===== config.mk =====
export PLATFORM = sky130hd
export DESIGN_NAME = uls_line_status
export DESIGN_NICKNAME = d
export VERILOG_FILES = /design/src/inc/uls_pkg.sv /design/src/rtl/uls_line_status.sv
export SDC_FILE = /design/constraint.sdc
export NUM_CORES = 2
export LEC_CHECK = 0
export ABC_AREA = 1
export BUFFER_PORTS_ARGS = -buffer_cell sky130_fd_sc_hd__buf_2
export CORE_MARGIN = 4
export CORE_UTILIZATION = 40
export DETAILED_ROUTE_END_ITERATION = 12
export GPL_ROUTABILITY_DRIVEN = 0
export HOLD_SLACK_MARGIN = 0.12
export PLACE_DENSITY = 0.64
export REMOVE_ABC_BUFFERS = 1
export SYNTH_ARGS = -nofsm -noshare
export SYNTH_HDL_FRONTEND = slang
export SYNTH_SLANG_ARGS = --single-unit

===== constraint.sdc =====
create_clock -name clk -period 7.15 [get_ports clk]
set_input_delay 1.43 -clock clk [delete_from_list [all_inputs] [get_ports clk]]
set_output_delay 1.43 -clock clk [all_outputs]
set_load 0.1 [all_outputs]

===== src/inc/uls_pkg.sv =====
/*
 * Constants for the UART line status logic: register offsets, field
 * positions, reset values and receive/transmit storage depth.
 * Assumes a single clock domain and a plain strobe register port.
 */
package uls_pkg;

   // ************************************************************
   // Register offsets on the strobe port
   // ************************************************************
   localparam int         ADDR_W   = 3;                 // Address width
   localparam int         DATA_W   = 8;                 // Data width
   localparam logic [2:0] OFF_DATA = 3'h0;              // Rx pop on read, tx push on write
   localparam logic [2:0] OFF_CTRL = 3'h1;              // Mode and enable bits
   localparam logic [2:0] OFF_LSTAT = 3'h2;             // line_status, read-only
   localparam logic [2:0] OFF_EVT  = 3'h3;              // Sticky events, clear on read
   localparam logic [2:0] OFF_MASK = 3'h4;              // Event mask

   // ************************************************************
   // Control register fields
   // ************************************************************
   localparam int CTRL_FIFO    = 0;                     // FIFO mode enable
   localparam int CTRL_THRE_IE = 1;                     // Holding-empty interrupt enable

   // ************************************************************
   // line_status fields and reset value
   // ************************************************************
   localparam int         LST_DR    = 0;                // Receive data ready
   localparam int         LST_OE    = 1;                // Overrun
   localparam int         LST_PE    = 2;                // Parity error at head
   localparam int         LST_FE    = 3;                // Framing error at head
   localparam int         LST_BI    = 4;                // Break at head
   localparam int         LST_THRE  = 5;                // Holding register / FIFO empty
   localparam int         LST_TEMT  = 6;                // Transmitter fully empty
   localparam int         LST_ERR   = 7;                // Any error in receive FIFO
   localparam logic [7:0] LST_RESET = 8'h60;            // Both transmit empties set

   // ************************************************************
   // Event status fields
   // ************************************************************
   localparam int EVT_W       = 5;                      // Number of event bits
   localparam int EVT_RXDATA  = 0;                      // Character stored
   localparam int EVT_OVERRUN = 1;                      // Character lost
   localparam int EVT_BREAK   = 2;                      // Break character stored
   localparam int EVT_RXERR   = 3;                      // Errored character stored
   localparam int EVT_TXEMPTY = 4;                      // Transmit store went empty

   // ************************************************************
   // Receive entry layout and storage depth
   // ************************************************************
   localparam int ENT_PE     = 8;                       // Parity flag position
   localparam int ENT_FE     = 9;                       // Framing flag position
   localparam int ENT_BI     = 10;                      // Break flag position
   localparam int ENT_W      = 11;                      // Entry width
   localparam int FIFO_DEPTH = 128;                     // Receive and transmit depth

endpackage


===== src/rtl/uls_line_status.sv =====
/*
 * Line status logic of a single-channel UART: receive store with
 * per-character flags, transmit store, line_status word, events, irq.
 * Assumes the receiver and transmit shifter run on clk; rx_pin is async.
 */
// Chosen here: the plain strobed port and the placing of the registers.
`timescale 1ns/10ps
module uls_line_status
#(
   parameter int DEPTH = uls_pkg::FIFO_DEPTH           // Store depth, power of two
)
(
   input  wire logic                        clk,
   input  wire logic                        rst_n,
   input  wire logic [uls_pkg::ADDR_W-1:0]  addr,
   input  wire logic [uls_pkg::DATA_W-1:0]  wdata,
   input  wire logic                        wr_stb,
   input  wire logic                        rd_stb,
   output logic      [uls_pkg::DATA_W-1:0]  rdata,
   output logic                             irq,
   input  wire logic                        rx_pin,
   input  wire logic                        rx_done,
   input  wire logic [7:0]                  rx_char,
   input  wire logic                        rx_pe,
   input  wire logic                        rx_fe,
   input  wire logic                        rx_brk,
   input  wire logic                        tx_busy,
   input  wire logic                        tx_take,
   output logic      [7:0]                  tx_data,
   output logic                             tx_valid
);

   // ************************************************************
   // Declarations
   // ************************************************************
   localparam int PW = $clog2(DEPTH);                   // Pointer width
   localparam int CW = PW + 1;                          // Count width
   localparam logic [CW-1:0] CAP_FIFO = CW'(DEPTH);     // Capacity in FIFO mode
   localparam logic [CW-1:0] CAP_ONE  = CW'(1);         // Capacity in plain mode

   logic [uls_pkg::ENT_W-1:0] rx_mem [DEPTH];           // Receive entries
   logic [7:0]                tx_mem [DEPTH];           // Transmit bytes
   logic            rx_meta_r, rx_sync_r;               // Line synchroniser
   logic [PW-1:0]   rx_wp_r, rx_wp_nxt, rx_rp_r, rx_rp_nxt;
   logic [CW-1:0]   rx_cnt_r, rx_cnt_nxt;               // Receive fill
   logic [CW-1:0]   err_cnt_r, err_cnt_nxt;             // Errored entries held
   logic [PW-1:0]   tx_wp_r, tx_wp_nxt, tx_rp_r, tx_rp_nxt;
   logic [CW-1:0]   tx_cnt_r, tx_cnt_nxt;               // Transmit fill
   logic            fifo_en_r, fifo_en_nxt;             // FIFO mode
   logic            thre_ie_r, thre_ie_nxt;             // Holding-empty irq enable
   logic            brk_hold_r, brk_hold_nxt;           // Break already stored
   logic [7:0]      lst_r, lst_nxt;                     // line_status_word
   logic [uls_pkg::EVT_W-1:0] evt_r, evt_nxt;           // Sticky events
   logic [uls_pkg::EVT_W-1:0] mask_r, mask_nxt;         // Event mask
   logic            irq_r, irq_nxt;
   logic [7:0]      rdata_r, rdata_nxt;
   logic [7:0]      tx_data_r, tx_data_nxt;
   logic            tx_valid_r, tx_valid_nxt;

   logic            wr_data, rd_data, rd_lst, rd_evt, mode_chg;
   logic [CW-1:0]   cap;                                // Current capacity
   logic            rx_push, rx_pop, rx_ovr, brk_drop, new_err, head_err;
   logic            tx_push, tx_pop;
   logic [uls_pkg::ENT_W-1:0] new_ent, head_ent;        // Incoming and next head
   logic [uls_pkg::EVT_W-1:0] ev;                       // Events this cycle

   // ************************************************************
   // Receive line synchroniser
   // ************************************************************
   // Two flops before the break-release logic sees the line
   always_ff @(posedge clk or negedge rst_n)
   begin
      if (!rst_n)
      begin
         rx_meta_r <= 1'b1;
         rx_sync_r <= 1'b1;
      end
      else
      begin
         rx_meta_r <= rx_pin;
         rx_sync_r <= rx_meta_r;
      end
   end

   // ************************************************************
   // Next-state logic
   // ************************************************************
   always_comb
   begin
      // Bus decode
      wr_data  = wr_stb && (addr == uls_pkg::OFF_DATA);
      rd_data  = rd_stb && (addr == uls_pkg::OFF_DATA);
      rd_lst   = rd_stb && (addr == uls_pkg::OFF_LSTAT);
      rd_evt   = rd_stb && (addr == uls_pkg::OFF_EVT);
      mode_chg = wr_stb && (addr == uls_pkg::OFF_CTRL)
                 && (wdata[uls_pkg::CTRL_FIFO] != fifo_en_r);
      cap      = fifo_en_r ? CAP_FIFO : CAP_ONE;

      // Control and mask writes; line_status offset takes no write
      // status word read-only
      fifo_en_nxt = fifo_en_r;
      thre_ie_nxt = thre_ie_r;
      mask_nxt    = mask_r;
      if (wr_stb && (addr == uls_pkg::OFF_CTRL))
      begin
         fifo_en_nxt = wdata[uls_pkg::CTRL_FIFO];
         thre_ie_nxt = wdata[uls_pkg::CTRL_THRE_IE];
      end
      if (wr_stb && (addr == uls_pkg::OFF_MASK))
         mask_nxt = wdata[uls_pkg::EVT_W-1:0];

      new_ent  = {rx_brk, rx_fe, rx_pe, rx_char};
      new_err  = rx_pe || rx_fe || rx_brk;
      head_err = |rx_mem[rx_rp_r][uls_pkg::ENT_BI:uls_pkg::ENT_PE];
      brk_drop = rx_brk && brk_hold_r && fifo_en_r;
      rx_pop   = rd_data && (rx_cnt_r != '0);
      rx_ovr   = rx_done && !brk_drop && (rx_cnt_r >= cap);
      rx_push  = rx_done && !brk_drop && (rx_cnt_r < cap);

      // Break hold clears once the line has returned high
      brk_hold_nxt = brk_hold_r;
      if (rx_push && rx_brk)
         brk_hold_nxt = 1'b1;
      else if (rx_sync_r)
         brk_hold_nxt = 1'b0;

      rx_wp_nxt   = rx_push ? rx_wp_r + PW'(1) : rx_wp_r;
      rx_rp_nxt   = rx_pop ? rx_rp_r + PW'(1) : rx_rp_r;
      rx_cnt_nxt  = rx_cnt_r + CW'(rx_push) - CW'(rx_pop);
      err_cnt_nxt = err_cnt_r + CW'(rx_push && new_err) - CW'(rx_pop && head_err);

      // Transmit store; capacity one is the holding register
      tx_pop     = tx_take && (tx_cnt_r != '0);
      // A write beside a take refills the place freed by the take
      tx_push    = wr_data && ((tx_cnt_r < cap) || tx_pop);
      tx_wp_nxt  = tx_push ? tx_wp_r + PW'(1) : tx_wp_r;
      tx_rp_nxt  = tx_pop ? tx_rp_r + PW'(1) : tx_rp_r;
      tx_cnt_nxt = tx_cnt_r + CW'(tx_push) - CW'(tx_pop);

      // Mode change flushes both stores
      if (mode_chg)
      begin
         rx_wp_nxt    = '0;
         rx_rp_nxt    = '0;
         rx_cnt_nxt   = '0;
         err_cnt_nxt  = '0;
         tx_wp_nxt    = '0;
         tx_rp_nxt    = '0;
         tx_cnt_nxt   = '0;
         brk_hold_nxt = 1'b0;
      end

      // Head entry after this edge; a push into an emptied store is the head
      if (rx_cnt_nxt == '0)
         head_ent = '0;
      else if (rx_cnt_r == CW'(rx_pop))
         head_ent = new_ent;
      else
         head_ent = rx_mem[rx_rp_nxt];

      // Transmit head presented to the shifter
      tx_valid_nxt = (tx_cnt_nxt != '0);
      if (tx_cnt_nxt == '0)
         tx_data_nxt = 8'h00;
      else if (tx_cnt_r == CW'(tx_pop))
         tx_data_nxt = wdata;
      else
         tx_data_nxt = tx_mem[tx_rp_nxt];

      // data ready while store holds data
      lst_nxt[uls_pkg::LST_DR]   = (rx_cnt_nxt != '0);
      // sticky overrun, set wins over read clear
      lst_nxt[uls_pkg::LST_OE]   = (lst_r[uls_pkg::LST_OE] && !rd_lst) || rx_ovr;
      lst_nxt[uls_pkg::LST_PE]   = head_ent[uls_pkg::ENT_PE];
      lst_nxt[uls_pkg::LST_FE]   = head_ent[uls_pkg::ENT_FE];
      lst_nxt[uls_pkg::LST_BI]   = head_ent[uls_pkg::ENT_BI];
      lst_nxt[uls_pkg::LST_THRE] = (tx_cnt_nxt == '0);
      lst_nxt[uls_pkg::LST_TEMT] = (tx_cnt_nxt == '0) && !tx_busy && !tx_pop;
      lst_nxt[uls_pkg::LST_ERR]  = (err_cnt_nxt != '0);

      // Events; a new event wins over the read clear
      ev = '0;
      ev[uls_pkg::EVT_RXDATA]  = rx_push;
      ev[uls_pkg::EVT_OVERRUN] = rx_ovr;
      ev[uls_pkg::EVT_BREAK]   = rx_push && rx_brk;
      ev[uls_pkg::EVT_RXERR]   = rx_push && new_err;
      ev[uls_pkg::EVT_TXEMPTY] = lst_nxt[uls_pkg::LST_THRE] && !lst_r[uls_pkg::LST_THRE];
      evt_nxt = (rd_evt ? '0 : evt_r) | ev;

      irq_nxt = (|(evt_r & mask_r)) || (lst_r[uls_pkg::LST_THRE] && thre_ie_r);

      // Read data, present only in the cycle after the strobe
      rdata_nxt = 8'h00;
      if (rd_stb)
      begin
         case (addr)
            uls_pkg::OFF_DATA: rdata_nxt = (rx_cnt_r != '0) ? rx_mem[rx_rp_r][7:0] : 8'h00;
            uls_pkg::OFF_CTRL: rdata_nxt = {6'h00, thre_ie_r, fifo_en_r};
            uls_pkg::OFF_LSTAT: rdata_nxt = lst_r;
            uls_pkg::OFF_EVT:  rdata_nxt = {3'h0, evt_r};
            uls_pkg::OFF_MASK: rdata_nxt = {3'h0, mask_r};
            default:           rdata_nxt = 8'h00;
         endcase
      end
   end

   // ************************************************************
   // Storage arrays, no reset needed
   // ************************************************************
   always_ff @(posedge clk)
   begin
      if (rx_push)
         rx_mem[rx_wp_r] <= new_ent;
      if (tx_push)
         tx_mem[tx_wp_r] <= wdata;
   end

   // ************************************************************
   // State registers
   // ************************************************************
   // empty defaults after reset
   always_ff @(posedge clk or negedge rst_n)
   begin
      if (!rst_n)
      begin
         rx_wp_r    <= '0;
         rx_rp_r    <= '0;
         rx_cnt_r   <= '0;
         err_cnt_r  <= '0;
         tx_wp_r    <= '0;
         tx_rp_r    <= '0;
         tx_cnt_r   <= '0;
         fifo_en_r  <= 1'b0;
         thre_ie_r  <= 1'b0;
         brk_hold_r <= 1'b0;
         lst_r      <= uls_pkg::LST_RESET;
         evt_r      <= '0;
         mask_r     <= '0;
         irq_r      <= 1'b0;
         rdata_r    <= 8'h00;
         tx_data_r  <= 8'h00;
         tx_valid_r <= 1'b0;
      end
      else
      begin
         rx_wp_r    <= rx_wp_nxt;
         rx_rp_r    <= rx_rp_nxt;
         rx_cnt_r   <= rx_cnt_nxt;
         err_cnt_r  <= err_cnt_nxt;
         tx_wp_r    <= tx_wp_nxt;
         tx_rp_r    <= tx_rp_nxt;
         tx_cnt_r   <= tx_cnt_nxt;
         fifo_en_r  <= fifo_en_nxt;
         thre_ie_r  <= thre_ie_nxt;
         brk_hold_r <= brk_hold_nxt;
         lst_r      <= lst_nxt;
         evt_r      <= evt_nxt;
         mask_r     <= mask_nxt;
         irq_r      <= irq_nxt;
         rdata_r    <= rdata_nxt;
         tx_data_r  <= tx_data_nxt;
         tx_valid_r <= tx_valid_nxt;
      end
   end

   assign rdata    = rdata_r;
   assign irq      = irq_r;
   assign tx_data  = tx_data_r;
   assign tx_valid = tx_valid_r;

   // ************************************************************
   // Assertions
   // ************************************************************
   a_err_set: assert property (@(posedge clk) disable iff (!rst_n)
      (rx_push && new_err && !mode_chg) |=> lst_r[uls_pkg::LST_ERR])
      else $error("error summary not set");
   a_err_clear: assert property (@(posedge clk) disable iff (!rst_n)
      (rx_cnt_nxt == '0) |=> !lst_r[uls_pkg::LST_ERR])
      else $error("error summary not cleared");
   a_temt_busy: assert property (@(posedge clk) disable iff (!rst_n)
      (!fifo_en_r && tx_busy) |=> !lst_r[uls_pkg::LST_TEMT])
      else $error("transmit empty while shifter busy");
   a_temt_fifo: assert property (@(posedge clk) disable iff (!rst_n)
      (fifo_en_r && tx_cnt_r == '0 && !wr_stb && !tx_busy && !mode_chg)
      |=> lst_r[uls_pkg::LST_TEMT])
      else $error("transmit empty not shown");
   a_thre_clear: assert property (@(posedge clk) disable iff (!rst_n)
      (wr_data && !mode_chg) |=> !lst_r[uls_pkg::LST_THRE] && tx_valid_r)
      else $error("holding empty not cleared by write");
   a_thre_set: assert property (@(posedge clk) disable iff (!rst_n)
      (tx_take && tx_cnt_r == CAP_ONE && !wr_stb) |=> lst_r[uls_pkg::LST_THRE])
      else $error("holding empty not set after take");
   a_irq_thre: assert property (@(posedge clk) disable iff (!rst_n)
      (lst_r[uls_pkg::LST_THRE] && thre_ie_r) |=> irq_r)
      else $error("holding empty interrupt missing");
   a_break_head: assert property (@(posedge clk) disable iff (!rst_n)
      (rx_done && rx_brk && !brk_hold_r && rx_cnt_r == '0 && !mode_chg)
      |=> lst_r[uls_pkg::LST_BI] && lst_r[uls_pkg::LST_ERR])
      else $error("break not flagged");
   a_break_once: assert property (@(posedge clk) disable iff (!rst_n)
      (brk_drop && !rx_pop && !mode_chg) |=> (rx_cnt_r == $past(rx_cnt_r)))
      else $error("second break character stored");
   a_frame_head: assert property (@(posedge clk) disable iff (!rst_n)
      (rx_done && rx_fe && !brk_drop && rx_cnt_r == '0 && !mode_chg)
      |=> lst_r[uls_pkg::LST_FE])
      else $error("framing error not flagged");
   a_overrun: assert property (@(posedge clk) disable iff (!rst_n)
      (rx_ovr && !rx_pop && !mode_chg)
      |=> lst_r[uls_pkg::LST_OE] && (rx_cnt_r == $past(rx_cnt_r)))
      else $error("overrun not flagged or store changed");
   a_data_ready: assert property (@(posedge clk) disable iff (!rst_n)
      (rx_push && !mode_chg) |=> lst_r[uls_pkg::LST_DR] && (rx_cnt_r != '0))
      else $error("data ready not set");

endmodule // uls_line_status


=== Yosys cells after proc, flatten, opt, wreduce, memory -nomap -nowiden ===
Memory sizes are Yosys's and may differ from the RTL's.
Cells that the tools add are included.

* Add/sub/neg operators: 10
* Order comparisons: 3
* Equality and inequality tests: 7
* Multiplexer cells: 27
* Bitwise gates (word level): 2
* Reduce and logical (&&, ||, !) cells: 46

{| class="wikitable"
|+ Operator list
! cell !! count
|-
| 2-to-1 mux 8 bit || 8
|-
| 2-to-1 mux 7 bit || 8
|-
| one-hot mux 8 bit (5 select lines) || 1
|-
| nonzero test 8 bit || 5
|-
| adder 7 x 1 -> 7 bit, second input constant || 4
|-
| adder 8 x 1 -> 8 bit || 3
|-
| subtractor 8 x 1 -> 8 bit || 3
|-
| logical AND 1 bit || 23
|-
| 2-to-1 mux 11 bit || 2
|-
| == test 8 x 1 -> 1 bit || 2
|-
| logical NOT 8 bit || 2
|-
| less-than comparator 8 bit || 2
|-
| greater-or-equal comparator 8 bit || 1
|-
| 2-to-1 mux 1 bit || 7
|-
| == test 3 x 2 -> 1 bit, second input constant || 2
|-
| AND 5 bit || 1
|-
| logical NOT 1 bit || 5
|-
| logical OR 1 bit || 5
|-
| 2-to-1 mux 5 bit || 1
|-
| OR 5 bit || 1
|-
| OR reduction 5 bit || 1
|-
| nonzero test 2 bit || 2
|-
| == test 3 x 1 -> 1 bit, second input constant || 1
|-
| == test 3 bit, second input constant || 1
|-
| other kinds (4) || 4
|}

* Register bits after elaboration: 93
* Memory bits (writable): 2432
* Bits of input ports: 30
* Output and inout bits: 18
* Logic and storage cells: 116
* Memories kept: 2

{| class="wikitable"
|+ Memory list
! memory !! depth !! bits a word !! rd ports !! clocked after Yosys merged registers in !! wr ports !! line !! RTL
|-
| rx_mem || 128 || 11 || 2 || 0 || 1 || uls_line_status.sv:41 || <nowiki>logic [uls_pkg::ENT_W-1:0] rx_mem [DEPTH];</nowiki>
|-
| tx_mem || 128 || 8 || 1 || 0 || 1 || uls_line_status.sv:42 || <nowiki>logic [7:0] tx_mem [DEPTH];</nowiki>
|}

=== Logic depth before layout (Yosys ltp) ===
* Depth after elaboration: 10
* Gate-level depth with buffers: 34
* Gate-level depth less buffers: 31

=== Worst setup path after synthesis ===
Ideal clock, no wire load.

* Path kind: input-to-reg
* Start point: in tx_take
* End point: reg tx_data_r[0] (netlist: tx_data[0])
* Data arrival time: 4096 ps
* Required time: 7087 ps
* Path slack: 2991 ps
* Stages: 26
* Cell sequence: nand2_2 -> inv_1 -> or2_2 -> nand3_1 -> inv_1 -> nand2_1 -> nand2_1 -> ha_1 -> fa_1 -> a21oi_1 -> nor2_1 -> nor2_1 -> nor2_1 -> nor2_1 -> o21bai_1 -> nand2_1 -> nand2_1 -> nor2_1 -> inv_1 -> nand2_1 -> nor2_1 -> nand2_1 -> clkinv_1 -> nor2_1 -> nand2_1 -> inv_1

* Cells in the longest elaborated chain, start to end: 8

{| class="wikitable"
|+ Ends and longest elaborated chain
! element !! line !! RTL
|-
| start: declaration || uls_line_status.sv:28 || <nowiki>input wire logic tx_take,</nowiki>
|-
| logical AND 1 bit * || uls_line_status.sv:133 || <nowiki>tx_pop = tx_take && (tx_cnt_r != '0);</nowiki>
|-
| logical OR 1 bit || uls_line_status.sv:135 || <nowiki>tx_push = wr_data && ((tx_cnt_r < cap) || tx_pop);</nowiki>
|-
| logical AND 1 bit || uls_line_status.sv:135 ||
|-
| adder 8 x 1 -> 8 bit || uls_line_status.sv:138 || <nowiki>tx_cnt_nxt = tx_cnt_r + CW'(tx_push) - CW'(tx_pop);</nowiki>
|-
| subtractor 8 x 1 -> 8 bit * || uls_line_status.sv:138 ||
|-
| 2-to-1 mux 8 bit * || uls_line_status.sv:141 || <nowiki>if (mode_chg)</nowiki>
|-
| named net tx_cnt_nxt[6] || uls_line_status.sv:48 || <nowiki>logic [CW-1:0] tx_cnt_r, tx_cnt_nxt;</nowiki>
|-
| logical NOT 8 bit * || - ||
|-
| named net lst_nxt[5] || uls_line_status.sv:52 || <nowiki>logic [7:0] lst_r, lst_nxt;</nowiki>
|-
| 2-to-1 mux 8 bit * || uls_line_status.sv:163 || <nowiki>if (tx_cnt_nxt == '0)</nowiki>
|-
| named net tx_data_nxt[0] || uls_line_status.sv:57 || <nowiki>logic [7:0] tx_data_r, tx_data_nxt;</nowiki>
|-
| end signal: assignment || uls_line_status.sv:261 || <nowiki>tx_data_r <= tx_data_nxt;</nowiki>
|-
| end: declaration || uls_line_status.sv:57 ||
|}

Mark *: on every way through the listed nets, which the timed path passes. The rest lies on a longest branch.
A chain may end at the register's enable or synchronous reset.

=== Worst setup path after layout ===
* Start point: reg rx_rp_r[0]
* End point: reg lst_r[7]

* Cells in the longest elaborated chain, start to end: 6

{| class="wikitable"
|+ Ends and longest elaborated chain
! element !! line !! RTL
|-
| start: declaration || uls_line_status.sv:44 || <nowiki>logic [PW-1:0] rx_wp_r, rx_wp_nxt, rx_rp_r, rx_rp_nxt;</nowiki>
|-
| start signal: assignment || uls_line_status.sv:247 || <nowiki>rx_rp_r <= rx_rp_nxt;</nowiki>
|-
| memory (128 x 11 bit) || - ||
|-
| OR reduction 3 bit || uls_line_status.sv:114 || <nowiki>head_err = |rx_mem[rx_rp_r][uls_pkg::ENT_BI:uls_pkg::ENT_PE];</nowiki>
|-
| logical AND 1 bit || uls_line_status.sv:130 || <nowiki>err_cnt_nxt = err_cnt_r + CW'(rx_push && new_err) - CW'(rx_pop && head_err);</nowiki>
|-
| subtractor 8 x 1 -> 8 bit || uls_line_status.sv:130 ||
|-
| 2-to-1 mux 8 bit || uls_line_status.sv:141 ||
|-
| named net err_cnt_nxt[6] || uls_line_status.sv:46 || <nowiki>logic [CW-1:0] err_cnt_r, err_cnt_nxt;</nowiki>
|-
| nonzero test 8 bit || uls_line_status.sv:179 || <nowiki>lst_nxt[uls_pkg::LST_ERR] = (err_cnt_nxt != '0);</nowiki>
|-
| named net lst_nxt[7] || uls_line_status.sv:52 ||
|-
| end signal: assignment || uls_line_status.sv:236 || <nowiki>lst_r <= uls_pkg::LST_RESET;</nowiki>
|-
| end signal: assignment || uls_line_status.sv:256 || <nowiki>lst_r <= lst_nxt;</nowiki>
|-
| end: declaration || uls_line_status.sv:52 ||
|}

The timed path passes the listed nets, and every way through them passes these cells.

==> impl_metrics.toml <==
[outcome]
outcome = "complete, no violations"

[finish]
drive_gt1_frac = 0.0661
layout.nets = 8914
fillers = 23700
fin_area_sq_um = 117000
syn2layout_area_growth_pct = 10.7

[floorplanning]
core_area_sq_um = 263000
ios = 48
rows = 188
dieWidth_um = 522
start_util = 0.402
die-area_sq_um = 272000
fp.dieH_um = 522

[global_route]
grt_max_degree = 214
grtUsageMet1 = 0.295
antenna_found_initial = 6
track_usage = 0.213
grt.busiest_layer = "met2"
use_met2 = 0.333
grt_pass1_wl_um = 447000
first_global_vias = 69300
grt.overflow.total = 0
grtUsageMet3 = 0.0347

[synth]
yosysWarnings = 0
synth_edf_count = 2432
synth-async-reset-ratio = 0.0368
avgSynthCellArea_sq_um = 11.7
ys_seq_elements = 2525
synth_ff_type = "edfxtp_1"
synth-seq-area-share = 0.714
ys_types = 56
synthCells = 9025
syn_area_sq_um = 106000

[critical_path]
reg2reg_to = "lst_r[7]"
r2r_cells = 21
criticalPathCategory = "flop to flop"
end_kind = "flop"
required_ns = 7.94
timing.rr.start = "rx_rp_r[0]"
cp_max_fo = 210
crit_start = "rx_rp_r[0]"
crit_end = "lst_r[7]"
cp_data_arrival_time_ns = 6.15
r2r_slack_ns = 1.79
cp-start-kind = "flop"

[timing]
rsz0062_at_grt = "no"
post-route-period-util = 0.749
setup_viol = 0
fin_skew_ns = 0.0467
slew_headroom = 0.0496
fmax_mhz = 187
tightest_slew_ns = 1.42
tns_ns = 0
setup_ws_ns = 1.79
finalCriticalPeriod_ns = 5.36
finalHoldViolCount = 0
whs_ns = 0.363
slew_violations = 0

[routing]
dr.pass1.iters = 8
viasPerCell = 5.81
ant_nets = 0
finalWirelength_um = 300000
drc = 0
first_iter_violations = 9856
num_vias = 73000
post_drt_wl_per_cell_um = 23.9

[place]
dpl-instance-area_sq_um = 109000
hpwlAfterDp_um = 168000
pre_cts_slack_ns = 1.36
portBuffers = 47

[cts]
cts_resized = 0
htreeDepth = 5
cts_hold_buf = 0
cts_tree = "yes"
cts_root_buf = "clkbuf_16"
clkLatencyLatePin_ns = 0.85
cts_made_buffers = 266
post_cts_buffers = 0
clock-sinks = 2525
clockBufferDepth = 4
cts.clk_slew.worst_paths_ns = 0.06

[pwr]
powerDensity_nw_per_um2 = 377
power.total_uw = 44000
vdd_drop_max_mv = 0.457
power_leakage_uw = 0.0394

[flow_run]
maxCapViolations = 0

[hold_path]
hold_path_class = "flop to flop"
sequential cells by signal, indices dropped and copies added (netlist names):
| register | count |
|---|---|
| rx_wp_r | 7 |
| rx_rp_r | 7 |
| thre_ie_r | 1 |
| tx_mem | 1024 |
| evt_r | 5 |
| lst_r | 8 |
| mask_r | 5 |
| rx_mem | 1408 |
| rx_meta_r | 1 |
| rx_cnt_r | 8 |
| tx_data | 8 |
| tx_wp_r | 7 |
| rdata | 8 |
| rx_sync_r | 1 |
| tx_rp_r | 7 |
| brk_hold_r | 1 |
| irq | 1 |
| err_cnt_r | 8 |
| tx_cnt_r | 8 |
| tx_valid | 1 |
| fifo_en_r | 1 |
cell usage in the layout, fill, tap and decap left out, types with 38 or more instances in the layout:
master     instances
nand3_1         1482
clkinv_2          38
clkinv_1          50
clkbuf_1          58
nor3_1            57
dfrtp_1           85
o21ai_0          743
o22ai_1          324
nand2_1         1568
edfxtp_1        2432
clkbuf_16        275
ha_1              39
inv_1            172
buf_4            136
nand4_1          169
nor2_1          1050
a21oi_1           80
layer usage:
| metal | vias to the layer above | routed length (um) |
|---|---|---|
| li1 | 32400 | - |
| met1 | 35700 | 119000 |
| met2 | 4115 | 138000 |
| met3 | 712 | 28400 |
| met4 | 8 | 14000 |
| met5 | - | 63 |
critical path, stage by stage, from the launching register on:
cell and delay, ns:
dfrtp_4 0.98, buf_12 0.55, a21oi_1 0.17, nor4_1 0.46, o21ai_0 0.20, nand3_1 0.19, nand3_1 0.09, nand3_1 0.16
a21oi_1 0.12, ha_1 0.28, inv_1 0.04, ha_1 0.20, fa_1 0.45, a31oi_1 0.23, nor2_1 0.07, nor2_1 0.09
o21ai_0 0.10, inv_1 0.07, nor2_1 0.03, nor3_1 0.18, inv_1 0.06, nand4_1 0.08
through the flow:
step | std cells | utilization
5_1_grt | 12600 | 0.445
3_5_place_dp | 12100 | 0.414
2_1_floorplan | 8396 | -
3_3_place_gp | 12100 | 0.414
4_1_cts | 12500 | 0.445
6_report | 12600 | 0.445
power by group:
part           switching, uW  leakage, uW  internal [uW]
clock                   5670      0.00402           7650
sequential               374       0.0229          16500
combinational          10200       0.0124           3630
how the worst min path moves through the flow:
stage                     startpoint         to  slack, ns  cells past startpoint
after floorplan            rx_meta_r  rx_sync_r       0.35                      0
after global placement     rx_meta_r  rx_sync_r       0.35                      0
after detailed placement   rx_meta_r  rx_sync_r       0.35                      0
after CTS                  rx_meta_r  rx_sync_r       0.36                      0
after global routing       rx_meta_r  rx_sync_r       0.37                      0
final                      rx_meta_r  rx_sync_r       0.36                      0
kinds of logic after synthesis:
| group | Yosys count | share of synthesized area |
|---|---|---|
| AO/OA/AOI/OAI | 1245 | 0.0658 |
| XOR/XNOR | 3 | 0.000249 |
| adder cells (fa/ha/maj) | 42 | 0.00519 |
| buffers and inverters | 820 | 0.0344 |
| flip-flops | 2525 | 0.714 |
| multiplexers | 2 | 0.000202 |
| AND/OR/NAND/NOR | 4388 | 0.180 |
cell usage after synthesis (5+ instances only):
| cell type | count | share of area |
|---|---|---|
| inv_2 | 12 | 0.00043 |
| o32ai_1 | 10 | 0.00083 |
| o21bai_1 | 5 | 0.00036 |
| o21ai_0 | 743 | 0.035 |
| o211ai_1 | 6 | 0.00043 |
| buf_1 | 33 | 0.0012 |
| a21oi_1 | 80 | 0.0038 |
| ha_1 | 39 | 0.0046 |
| a32o_1 | 6 | 0.00057 |
| nand2_1 | 1573 | 0.056 |
| buf_2 | 306 | 0.015 |
| nor3_1 | 60 | 0.0028 |
| buf_4 | 29 | 0.0021 |
| buf_6 | 7 | 0.00075 |
| nand4_1 | 169 | 0.010 |
| o22ai_1 | 324 | 0.019 |
| o311ai_0 | 5 | 0.00041 |
| o31ai_1 | 27 | 0.0019 |
| o221ai_1 | 13 | 0.0011 |
| nand3_1 | 1487 | 0.071 |
| edfxtp_1 | 2432 | 0.69 |
| o2111ai_1 | 7 | 0.00058 |
| nor4_1 | 19 | 0.0011 |
| inv_1 | 176 | 0.0063 |
| nor2_1 | 1051 | 0.037 |
| dfrtp_1 | 89 | 0.021 |
| clkbuf_1 | 253 | 0.0090 |
cell type report:
class / instances / area, sq um / share of cell area
inverters: 191 / 749 / 0.00641
well taps: 3515 / 4400 / 0.0376
clock buffers: 338 / 7170 / 0.0613
flip-flops and latches: 2525 / 75400 / 0.645
diodes: 2 / 5.00 / 0.0000428
repair buffers: 178 / 1460 / 0.0125
multi-input cells: 5680 / 26700 / 0.228
clock inverters: 122 / 1070 / 0.00918
Power figures use the tool's default switching activity.
